<file path="src/core/csm_pkg.sv">
// Shared constants, enumerations and state carriers of the clock source module.
// Assumes a single 125 MHz system clock and a 32-bit Avalon-MM register slave.
package csm_pkg;

  // Register byte offsets
  localparam logic [3:0] CSM_OFS_CTL1 = 4'h0;
  localparam logic [3:0] CSM_OFS_CTL2 = 4'h4;
  localparam logic [3:0] CSM_OFS_TRIM = 4'h8;
  localparam logic [3:0] CSM_OFS_STAT = 4'hC;

  // Field positions of clock_source_control_one
  localparam int CSM_CTL1_SRC_LSB = 7'h06;
  localparam int CSM_CTL1_REFERENCE_DIVIDER_FIELD_LSB = 7'h03;
  localparam int CSM_CTL1_REFSEL_BIT = 7'h02;
  localparam int CSM_CTL1_INTERNAL_REF_ENABLE_BIT_BIT = 7'h01;
  localparam int CSM_CTL1_IRSTEN_BIT = 7'h00;
  // Field positions of the second control register
  localparam int CSM_CTL2_BUS_DIVIDER_FIELD_LSB = 7'h06;
  localparam int CSM_CTL2_LP_BIT = 7'h03;
  localparam int CSM_CTL2_ERCLKEN_BIT = 7'h01;
  localparam int CSM_CTL2_ERSTEN_BIT = 7'h00;
  // Field positions of the status register
  localparam int CSM_STAT_MODE_LSB = 7'h02;
  localparam int CSM_STAT_FTRIM_BIT = 7'h00;

  // Reset values; trim midpoint is an arbitrary neutral value
  localparam logic [7:0] CSM_CTL1_RST = 8'h04;
  localparam logic [7:0] CSM_CTL2_RST = 8'h40;
  localparam logic [7:0] CSM_TRIM_RST = 8'h80;

  // Timing: system clock rate and highest reference rate the loop accepts
  localparam int CSM_CLK_KHZ = 125000;
  localparam int CSM_REF_MAX_KHZ = 5000;
  // Samples per reference half period at the highest reference rate
  localparam int CSM_REF_HALF_CYCLES = CSM_CLK_KHZ / (2 * CSM_REF_MAX_KHZ);

  typedef enum logic [1:0] {
    CSM_SRC_LOOP = 2'b00,
    CSM_SRC_INT = 2'b01,
    CSM_SRC_EXT = 2'b10
  } csm_src_t;

  typedef enum logic [2:0] {
    CSM_MODE_FEI = 3'b000,
    CSM_MODE_FEE = 3'b001,
    CSM_MODE_FBI = 3'b010,
    CSM_MODE_LOOP_BYPASSED_INTERNAL_LOW_POWER_MODE = 3'b011,
    CSM_MODE_FBE = 3'b100,
    CSM_MODE_LOOP_BYPASSED_EXTERNAL_LOW_POWER_MODE = 3'b101,
    CSM_MODE_STOP = 3'b110
  } csm_mode_t;

  typedef enum logic [1:0] {
    CSM_SW_RUN = 2'b00,
    CSM_SW_DRAIN = 2'b01,
    CSM_SW_WAIT = 2'b10
  } csm_sw_t;

  // Sampled clock level with its edges
  typedef struct packed {
    logic level;
    logic rise;
    logic fall;
  } csm_edges_t;

  typedef struct packed {
    logic s1;
    logic s2;
    logic s3;
  } csm_sync_t;

  typedef struct packed {
    logic [7:0] ctl1;
    logic [7:0] ctl2;
    logic [7:0] trim;
    logic ftrim;
    logic ack;
    logic [31:0] rdata;
    csm_sw_t sw_state;
    csm_src_t cur_src;
    csm_src_t tgt_src;
    logic [6:0] div_cnt;
    logic sys_clk;
    logic bus_clk;
    logic dbg_clk;
    logic [6:0] ref_cnt;
    logic ref_tick;
    logic irclk;
    csm_mode_t mode;
    csm_mode_t pre_stop_mode;
    logic loop_en;
    logic ref_int;
    logic int_ref_en;
    logic ext_ref_en;
  } csm_state_t;

  localparam csm_state_t CSM_STATE_RST = '{
    ctl1: CSM_CTL1_RST, ctl2: CSM_CTL2_RST, trim: CSM_TRIM_RST,
    sw_state: CSM_SW_RUN, cur_src: CSM_SRC_LOOP, tgt_src: CSM_SRC_LOOP,
    mode: CSM_MODE_FEI, pre_stop_mode: CSM_MODE_FEI,
    loop_en: 1'b1, ref_int: 1'b1, int_ref_en: 1'b1, default: '0};

endpackage : csm_pkg

</file>
<file path="src/core/csm_edge_sync.sv">
// Two-flop synchroniser with edge detection for one free-running clock pin.
// Assumes the sampled clock is well below half the system clock rate.
`timescale 1ns/100ps
`default_nettype none
module csm_edge_sync
  import csm_pkg::*;
(
  input wire logic clk_i,           // System clock
  input wire logic rst_i,           // Asynchronous reset, active high
  input wire logic async_i,         // Clock from outside this domain
  output var csm_edges_t edges_o    // Synchronised level and edges
);

  csm_sync_t st;
  csm_sync_t next_st;

  // Only s2 and s3 are looked at; s1 may be metastable
  always_comb
  begin
    next_st.s1 = async_i;
    next_st.s2 = st.s1;
    next_st.s3 = st.s2;
  end

  always_ff @(posedge clk_i or posedge rst_i)
  begin
    if (rst_i)
      st <= '0;
    else
      st <= next_st;
  end

  // Edges taken between the second and third flop
  assign edges_o.level = st.s2;
  assign edges_o.rise = st.s2 & ~st.s3;
  assign edges_o.fall = ~st.s2 & st.s3;

endmodule : csm_edge_sync
`default_nettype wire

</file>
<file path="src/core/csm_clock_source.sv">
// Clock source control: mode selection, loop control, reference and bus dividers,
// glitch-free system clock switching and the Avalon-MM register slave.
// Assumes reference and oscillator clocks arrive as pins and are oversampled on clk_i.
//
// The Avalon-MM register port and the address map were chosen for this implementation.
`timescale 1ns/100ps
`default_nettype none
// Behaviour
// - System clock output runs at twice the bus clock frequency.
// - Control register one reads ones in bits one and two.
// - Debug clock is the controlled oscillator output divided by two.
// - Reset leaves the block in loop-engaged internal mode.
// - Engaged internal: loop drives system clock, internal reference, debug clock on.
// - Engaged external: loop drives system clock, external reference, debug clock on.
// - Bypassed internal: loop runs on internal reference, system from internal.
// - Bypassed internal low power: loop off, internal reference, no debug clock.
// - Bypassed external: loop runs on external reference, system from external.
// - Bypassed external low power: loop off, external reference, no debug clock.
// - Stop: loop off, no system or debug clock, references per stop enables.
// - Source select 00 loop, 01 internal, 10 external, 11 acts as 00.
// - Reference divider divides the loop reference by two to the field value.
// - In engaged modes reference select set locks to internal, clear locks to external.
// - Internal reference enable gates the internal reference clock output.
// - Internal reference keeps running in stop when stop enable allows it.
// - Loop accepts internal or external references up to 5 MHz.
// - Internal reference period is adjusted by nine binary-weighted trim bits.
// - Bus divider divides by 1, 2, 4 or 8, reset code 01.
// - Mode status reports the source only after the switchover has completed.
// - Writing source 00 and reference select 1 enters engaged internal mode.
module csm_clock_source
  import csm_pkg::*;
(
  input wire logic clk_i,                        // System clock, 125 MHz
  input wire logic rst_i,                        // Asynchronous reset, active high
  input wire logic [3:0] avs_address_i,          // Register byte address
  input wire logic avs_read_i,                   // Read request
  input wire logic avs_write_i,                  // Write request
  input wire logic [31:0] avs_writedata_i,       // Write data
  input wire logic [3:0] avs_byteenable_i,       // Byte lanes, lane 0 holds data
  output logic [31:0] avs_readdata_o,            // Read data
  output logic avs_waitrequest_o,                // Slave not ready
  input wire logic stop_i,                       // Stop mode request from the core
  input wire logic int_ref_clk_i,                // Internal reference oscillator
  input wire logic ext_ref_clk_i,                // External reference clock
  input wire logic dco_clk_i,                    // Controlled oscillator output
  output logic system_clock_output_o,            // Selected and divided system clock
  output logic bus_clk_o,                        // Bus clock, half the system clock
  output logic debug_clk_o,                      // Debug controller clock
  output logic gated_internal_ref_clock_o,       // Gated internal reference
  output logic ref_div_tick_o,                   // One pulse per divided reference period
  output logic loop_enable_o,                    // Loop running
  output logic loop_ref_internal_o,              // Loop locked to internal reference
  output logic int_ref_enable_o,                 // Internal reference oscillator on
  output logic ext_ref_enable_o,                 // External reference on
  output logic [8:0] trim_o,                     // Internal reference period trim
  output logic [1:0] clock_mode_status_o,        // Active system clock source
  output logic [2:0] mode_o                      // Current operating mode
);

  csm_state_t st;
  csm_state_t n;
  csm_edges_t int_e;
  csm_edges_t ext_e;
  csm_edges_t dco_e;
  csm_edges_t cur_e;
  csm_edges_t tgt_e;
  csm_src_t req_src;
  csm_mode_t mode;
  logic [6:0] rmask;
  logic [6:0] bmask;
  logic ref_rise;
  logic run_div;
  logic bus_req;

  // Mask of low counter bits for a divide by two to the code
  function automatic logic [6:0] csm_div_mask(input logic [2:0] code);
    csm_div_mask = ~(7'h7F << code);
  endfunction : csm_div_mask

  // Reserved source code falls back to the loop output
  function automatic csm_src_t csm_src_decode(input logic [1:0] code);
    case (code)
      2'b01: csm_src_decode = CSM_SRC_INT;
      2'b10: csm_src_decode = CSM_SRC_EXT;
      default: csm_src_decode = CSM_SRC_LOOP;
    endcase
  endfunction : csm_src_decode

  // Edges of the clock that feeds a given source
  function automatic csm_edges_t csm_pick(input csm_src_t src, input csm_edges_t lp,
                                          input csm_edges_t ir, input csm_edges_t er);
    case (src)
      CSM_SRC_INT: csm_pick = ir;
      CSM_SRC_EXT: csm_pick = er;
      default: csm_pick = lp;
    endcase
  endfunction : csm_pick

  function automatic logic csm_is_int(input csm_mode_t m);
    csm_is_int = (m == CSM_MODE_FEI) || (m == CSM_MODE_FBI) || (m == CSM_MODE_LOOP_BYPASSED_INTERNAL_LOW_POWER_MODE);
  endfunction : csm_is_int

  function automatic logic csm_is_ext(input csm_mode_t m);
    csm_is_ext = (m == CSM_MODE_FEE) || (m == CSM_MODE_FBE) || (m == CSM_MODE_LOOP_BYPASSED_EXTERNAL_LOW_POWER_MODE);
  endfunction : csm_is_ext

  // Each clock pin is oversampled; 5 MHz leaves ample samples per phase
  csm_edge_sync u_int_sync (.clk_i(clk_i), .rst_i(rst_i), .async_i(int_ref_clk_i),
                            .edges_o(int_e));
  csm_edge_sync u_ext_sync (.clk_i(clk_i), .rst_i(rst_i), .async_i(ext_ref_clk_i),
                            .edges_o(ext_e));
  csm_edge_sync u_dco_sync (.clk_i(clk_i), .rst_i(rst_i), .async_i(dco_clk_i),
                            .edges_o(dco_e));

  // Handshake: one wait cycle, then the answer
  assign bus_req = avs_read_i | avs_write_i;
  assign avs_waitrequest_o = bus_req & ~st.ack;

  // Next-state logic for the whole block
  always_comb
  begin
    n = st;
    n.ref_tick = 1'b0;
    run_div = 1'b0;
    req_src = csm_src_decode(st.ctl1[CSM_CTL1_SRC_LSB +: 2]);
    rmask = csm_div_mask(st.ctl1[CSM_CTL1_REFERENCE_DIVIDER_FIELD_LSB +: 3]);
    bmask = csm_div_mask({1'b0, st.ctl2[CSM_CTL2_BUS_DIVIDER_FIELD_LSB +: 2]});
    cur_e = csm_pick(st.cur_src, dco_e, int_e, ext_e);
    tgt_e = csm_pick(st.tgt_src, dco_e, int_e, ext_e);

    // Mode from source select, reference select and low power
    if (stop_i)
      mode = CSM_MODE_STOP;
    else
    begin
      case (req_src)
        CSM_SRC_INT: mode = st.ctl2[CSM_CTL2_LP_BIT] ? CSM_MODE_LOOP_BYPASSED_INTERNAL_LOW_POWER_MODE : CSM_MODE_FBI;
        CSM_SRC_EXT: mode = st.ctl2[CSM_CTL2_LP_BIT] ? CSM_MODE_LOOP_BYPASSED_EXTERNAL_LOW_POWER_MODE : CSM_MODE_FBE;
        default: mode = st.ctl1[CSM_CTL1_REFSEL_BIT] ? CSM_MODE_FEI : CSM_MODE_FEE;
      endcase
    end
    n.mode = mode;
    if (mode != CSM_MODE_STOP)
      n.pre_stop_mode = mode;

    // Loop runs in engaged and plain bypassed modes only
    n.loop_en = (mode == CSM_MODE_FEI) || (mode == CSM_MODE_FEE) ||
                (mode == CSM_MODE_FBI) || (mode == CSM_MODE_FBE);
    // Bypassed modes lock to the reference they pass through
    case (mode)
      CSM_MODE_FBI, CSM_MODE_LOOP_BYPASSED_INTERNAL_LOW_POWER_MODE: n.ref_int = 1'b1;
      CSM_MODE_FBE, CSM_MODE_LOOP_BYPASSED_EXTERNAL_LOW_POWER_MODE: n.ref_int = 1'b0;
      default: n.ref_int = st.ctl1[CSM_CTL1_REFSEL_BIT];
    endcase

    // Reference oscillators: enables decide their life in stop
    if (mode == CSM_MODE_STOP)
    begin
      n.int_ref_en = st.ctl1[CSM_CTL1_IRSTEN_BIT] &
                     (st.ctl1[CSM_CTL1_INTERNAL_REF_ENABLE_BIT_BIT] | csm_is_int(st.pre_stop_mode));
      n.ext_ref_en = st.ctl2[CSM_CTL2_ERSTEN_BIT] &
                     (st.ctl2[CSM_CTL2_ERCLKEN_BIT] | csm_is_ext(st.pre_stop_mode));
    end
    else
    begin
      n.int_ref_en = st.ctl1[CSM_CTL1_INTERNAL_REF_ENABLE_BIT_BIT] | csm_is_int(mode) | n.ref_int;
      n.ext_ref_en = st.ctl2[CSM_CTL2_ERCLKEN_BIT] | csm_is_ext(mode) | ~n.ref_int;
    end
    n.irclk = st.ctl1[CSM_CTL1_INTERNAL_REF_ENABLE_BIT_BIT] & n.int_ref_en & int_e.level;

    // Reference divider feeding the loop comparator
    ref_rise = n.ref_int ? int_e.rise : ext_e.rise;
    if (!n.loop_en)
      n.ref_cnt = 7'h00;
    else if (ref_rise)
    begin
      if ((st.ref_cnt & rmask) == rmask)
      begin
        n.ref_cnt = 7'h00;
        n.ref_tick = 1'b1;
      end
      else
        n.ref_cnt = 7'(st.ref_cnt + 7'h01);
    end

    // Debug clock toggles on each oscillator rise while the loop runs
    if (!n.loop_en)
      n.dbg_clk = 1'b0;
    else if (dco_e.rise)
      n.dbg_clk = ~st.dbg_clk;

    // Switchover: old clock must reach a low phase, new clock a rise
    if (mode == CSM_MODE_STOP)
      n.sys_clk = 1'b0;
    else
    begin
      case (st.sw_state)
        CSM_SW_RUN:
        begin
          run_div = 1'b1;
          if (req_src != st.cur_src)
          begin
            n.tgt_src = req_src;
            n.sw_state = CSM_SW_DRAIN;
          end
        end
        CSM_SW_DRAIN:
        begin
          if (!st.sys_clk && cur_e.fall)
            n.sw_state = CSM_SW_WAIT;
          else
            run_div = 1'b1;
        end
        CSM_SW_WAIT:
        begin
          // Output held low until the new clock is seen rising
          if (tgt_e.rise)
          begin
            n.cur_src = st.tgt_src;
            n.div_cnt = 7'h00;
            n.sw_state = CSM_SW_RUN;
          end
        end
        default: n.sw_state = CSM_SW_RUN;
      endcase
    end

    // Bus divider counts both edges so that code 00 passes the clock unchanged
    if (run_div && (cur_e.rise || cur_e.fall))
    begin
      if ((st.div_cnt & bmask) == bmask)
      begin
        n.div_cnt = 7'h00;
        n.sys_clk = ~st.sys_clk;
        if (!st.sys_clk)
          n.bus_clk = ~st.bus_clk;
      end
      else
        n.div_cnt = 7'(st.div_cnt + 7'h01);
    end

    // Register slave: read data captured in the wait cycle
    n.ack = bus_req & ~st.ack;
    if (avs_read_i && !st.ack)
    begin
      case (avs_address_i)
        CSM_OFS_CTL1: n.rdata = {24'h00_0000, st.ctl1[7:3], 2'b11,
                                 st.ctl1[CSM_CTL1_IRSTEN_BIT]};
        CSM_OFS_CTL2: n.rdata = {24'h00_0000, st.ctl2};
        CSM_OFS_TRIM: n.rdata = {24'h00_0000, st.trim};
        CSM_OFS_STAT: n.rdata = {28'h000_0000, st.cur_src, 1'b0, st.ftrim};
        default: n.rdata = 32'h0000_0000;
      endcase
    end
    // Writes land at the edge where waitrequest is low
    if (avs_write_i && st.ack && avs_byteenable_i[0])
    begin
      case (avs_address_i)
        CSM_OFS_CTL1: n.ctl1 = avs_writedata_i[7:0];
        CSM_OFS_CTL2: n.ctl2 = avs_writedata_i[7:0];
        CSM_OFS_TRIM: n.trim = avs_writedata_i[7:0];
        CSM_OFS_STAT: n.ftrim = avs_writedata_i[CSM_STAT_FTRIM_BIT];
        default: n.ftrim = st.ftrim;
      endcase
    end
  end

  // Reset state is engaged internal with the loop running
  always_ff @(posedge clk_i or posedge rst_i)
  begin
    if (rst_i)
      st <= CSM_STATE_RST;
    else
      st <= n;
  end

  // All data outputs straight from state
  assign avs_readdata_o = st.rdata;
  assign system_clock_output_o = st.sys_clk;
  assign bus_clk_o = st.bus_clk;
  assign debug_clk_o = st.dbg_clk;
  assign gated_internal_ref_clock_o = st.irclk;
  assign ref_div_tick_o = st.ref_tick;
  assign loop_enable_o = st.loop_en;
  assign loop_ref_internal_o = st.ref_int;
  assign int_ref_enable_o = st.int_ref_en;
  assign ext_ref_enable_o = st.ext_ref_en;
  assign trim_o = {st.trim, st.ftrim};
  assign clock_mode_status_o = st.cur_src;
  assign mode_o = st.mode;
endmodule : csm_clock_source
`default_nettype wire

</file>
<file path="config.mk">
export PLATFORM = sky130hd
export DESIGN_NAME = csm_clock_source
export DESIGN_NICKNAME = d
export VERILOG_FILES = /design/src/core/csm_pkg.sv /design/src/core/csm_edge_sync.sv /design/src/core/csm_clock_source.sv
export SDC_FILE = /design/constraint.sdc
export NUM_CORES = 1
export LEC_CHECK = 0
export ABC_AREA = 1
export BUFFER_PORTS_ARGS = -buffer_cell sky130_fd_sc_hd__buf_4
export CAP_MARGIN = 20
export CORE_MARGIN = 2
export CORE_UTILIZATION = 30
export DETAILED_ROUTE_END_ITERATION = 8
export PLACE_DENSITY = 0.48
export RECOVER_POWER = 100
export SLEW_MARGIN = 10
export SYNTH_ARGS = -nofsm -noshare
export SYNTH_HDL_FRONTEND = slang
export SYNTH_SLANG_ARGS = --single-unit
</file>
<file path="constraint.sdc">
create_clock -name clk_i -period 2.2 [get_ports clk_i]
set_clock_uncertainty 0.15 [all_clocks]
set_input_delay 0.33 -clock clk_i [delete_from_list [all_inputs] [get_ports clk_i]]
set_output_delay 0.33 -clock clk_i [all_outputs]
set_load 0.005 [all_outputs]
</file>
==> reports/qor.csv <==
metric,value,unit
synth_area_per_cell,8.528,sq um
synth_edf_count,0,
cp-start-kind,register,
htreeDepth,3,
rsz0062_at_grt,no,
wire_per_inst,12.08,microns
finalSetupViolCount,0,
root_buffer,clkbuf_16,
drc,0,
io_pins,104,
dr.pass1.iters,4,
netlist_area,0.003837,sq mm
cts_sinks,74,
drv_slew,0,
fin_setup_tns,0,ns
seq_area_frac_synth,48.45,%
synth_ff_type,dfrtp_1,
n_antenna_cell,0,
outcome,"complete, no violations",
dieHeight,117.1,microns
rows,41,
drive_gt1_share,19.28,%
path_class,reg2reg,
worstPathRequired,2.27,ns
yosys_warnings,0,
ant_nets,0,
dieArea,0.01371,sq mm
irDropWorstVdd,420.8,uV
layout_worst_path_cycle_share,91.34,%
overflow,0,
grt_max_degree,29,
finalHoldViolations,0,
yosys_register_bits,74,
cts.reportedPaths.clkPinSlew,0.06,ns
worstPathArrival,2.08,ns
hold_path_class,in2reg,
power_density,996.9,mW/mm^2
start_util,30.53,%
relSlewSlack,30.28,%
synthTopCellsByArea,"dfrtp_1, nand2_1, buf_4",
cts_tree,built,
utilization,36.43,%
first_iter_violations,177,
place_area,0.004237,sq mm
path_max_fanout,7,
grt_pass1_vias,2795,
final_nets,555,
grt_antenna_before_repair,0,
dp_hpwl,6261,microns
via_per_inst,4.301,
die_x,117.1,microns
power.leakage,2.284,nW
max-cap-violations,0,
min_period,2.010,ns
area_delta_synth_final,19.30,%
netlist.area_leader.share,44.34,%
worstSetupEndpointType,register,
r2r_slack,0.19,ns
vias,2903,
postRouteWirelength,8157,microns
clock_latency,0.33,ns
synth.distinct_cells,39,
fp.coreArea,0.01257,sq mm
yosys.area.top_type,dfrtp_1,
final_area,0.004578,sq mm
cts_made_buffers,9,
place.gp.congestion,0.7745,
worst_pin_slew,1.040,ns
grt_first_pass_wirelength,13850,microns
clockBufferDepth,2,
grt_usage,13.18,%
io_buffer_count,52,
fmax,497.6,MHz
synthArstFlopShare,100.0,%
netlist_instances,450,
==> power breakdown <==
group | switching, mW | internal, mW
Clock | 0.557 | 1.11
Sequential | 0.182 | 1.59
Combinational | 0.667 | 0.458
Total | 1.41 | 3.16
==> repair_timing <==
| action | 4_1_cts | 5_1_grt |
|---|---|---|
| buffers inserted | 0 | 2 |
| gates resized for setup | 0 | 3 |
| hold endpoints to repair | 23 | 0 |
| setup endpoints to repair | 0 | 16 |
| hold buffers | 4 | 0 |
==> critical path: stages, from the launching register on <==
cell and delay [ns]:
dfrtp_1 0.41, inv_1 0.10, ha_2 0.28, nor2_1 0.10
nand2_1 0.06, nand2_2 0.10, nand2_2 0.14, nand2_8 0.12
nand3_1 0.23, nand3_1 0.17, nand2_1 0.06
==> state kept, by name, summed over array words and instances, names as in the netlist <==
signal / count
avs_readdata_o: 8
bus_clk_o: 1
clock_mode_status_o: 2
debug_clk_o: 1
ext_ref_enable_o: 1
gated_internal_ref_clock_o: 1
int_ref_enable_o: 1
loop_enable_o: 1
loop_ref_internal_o: 1
mode_o: 3
ref_div_tick_o: 1
st: 34
system_clock_output_o: 1
trim_o: 9
u_dco_sync.edges_o: 1
u_dco_sync.next_st: 1
u_dco_sync.st: 1
u_ext_sync.edges_o: 1
u_ext_sync.next_st: 1
u_ext_sync.st: 1
u_int_sync.edges_o: 1
u_int_sync.next_st: 1
u_int_sync.st: 1
==> layout make-up <==
class / instances / area, sq um
fillers: 1320 / 7990
flip-flops and latches: 74 / 1859
multi-input cells: 291 / 1473
repair buffers: 65 / 480.5
clock buffers: 11 / 232.7
inverters: 57 / 215.2
well taps: 172 / 215.2
clock inverters: 5 / 102.6
==> cell usage in the layout, fill, tap and decap left out, types with 2 or more instances in the layout <==
cell	Yosys	final
nand2_1	104	104
inv_1	52	52
a21oi_1	11	11
clkbuf_4	0	34
dlygate4sd3_1	0	4
bufinv_16	0	3
xnor2_1	2	2
nor2_1	19	19
xor2_1	6	6
buf_4	46	22
nand3_1	20	20
nand2_2	4	4
nor2_2	4	4
conb_1	1	24
ha_1	9	8
clkbuf_1	2	6
dfrtp_1	68	68
a31oi_1	2	2
dfstp_2	6	5
nand3b_1	2	2
o22ai_1	3	3
inv_2	4	3
nand4_1	5	6
mux2_2	3	3
o21ai_1	11	6
o21ai_0	49	54
clkbuf_16	0	9
==> synthesized netlist by cell type (2+ instances only) <==
library cell and number:
dfstp_2 6, a31oi_1 2, inv_1 52, a21oi_1 11, nor2_1 19, nand2_1 104, nand2_2 4, o21ai_1 11
buf_2 2, nand4_1 5, buf_4 46, xor2_1 6, mux2_2 3, o21ai_0 49, nand3_1 20, dfrtp_1 68
clkbuf_1 2, o22ai_1 3, inv_2 4, ha_1 9, xnor2_1 2, nand3b_1 2, nor2_2 4
==> path summary, 6_finish.rpt <==
path / startpoint / to / cells after the start
max reg2reg: st[91]$_DFFE_PP0P_ / st[22]$_DFFE_PP0P_ / 10
max: st[91]$_DFFE_PP0P_ / st[22]$_DFFE_PP0P_ / 10
min: avs_read_i / st[67]$_DFF_PP0_ / 3
min reg2reg: u_ext_sync.next_st[1]$_DFF_PP0_ / u_ext_sync.edges_o[2]$_DFF_PP0_ / 0
min in group asynchronous: rst_i / u_dco_sync.next_st[1]$_DFF_PP0_ / 3
max in group asynchronous: rst_i / st[83]$_DFFE_PP1P_ / 4
==> through the flow <==
step | total power, mW | cells | worst slack (ns) | hold slack (ns)
after floorplan | 2.630 | 473 | 0.4147 | 0.1812
after global placement | 2.954 | 653 | 0.07240 | 0.1852
after detailed placement | 2.975 | 653 | 0.07353 | 0.1847
after CTS | 4.675 | 673 | 0.06162 | 0.1226
after global routing | 4.881 | 675 | 0.02132 | 0.1574
final | 4.564 | 675 | 0.1905 | 0.1312
==> per-layer routing <==
metal | up-vias | track usage (%) | share of wire [%]
met5 | - | 0 | 0
met4 | 0 | 5.804 | 1.8
met3 | 8 | 3.244 | 4.3
met2 | 64 | 19.42 | 46
met1 | 1361 | 18.41 | 47
li1 | 1470 | - | -
==> cell families after synthesis <==
family / synth area share [%]
simple gates: 19.01
buf+inv: 15.32
compound gates: 11.48
flops: 48.45
fa+ha+maj: 2.935
xor+xnor: 1.826
mux: 0.8803
other cells: 0.09772
Power figures use the tool's default switching activity.
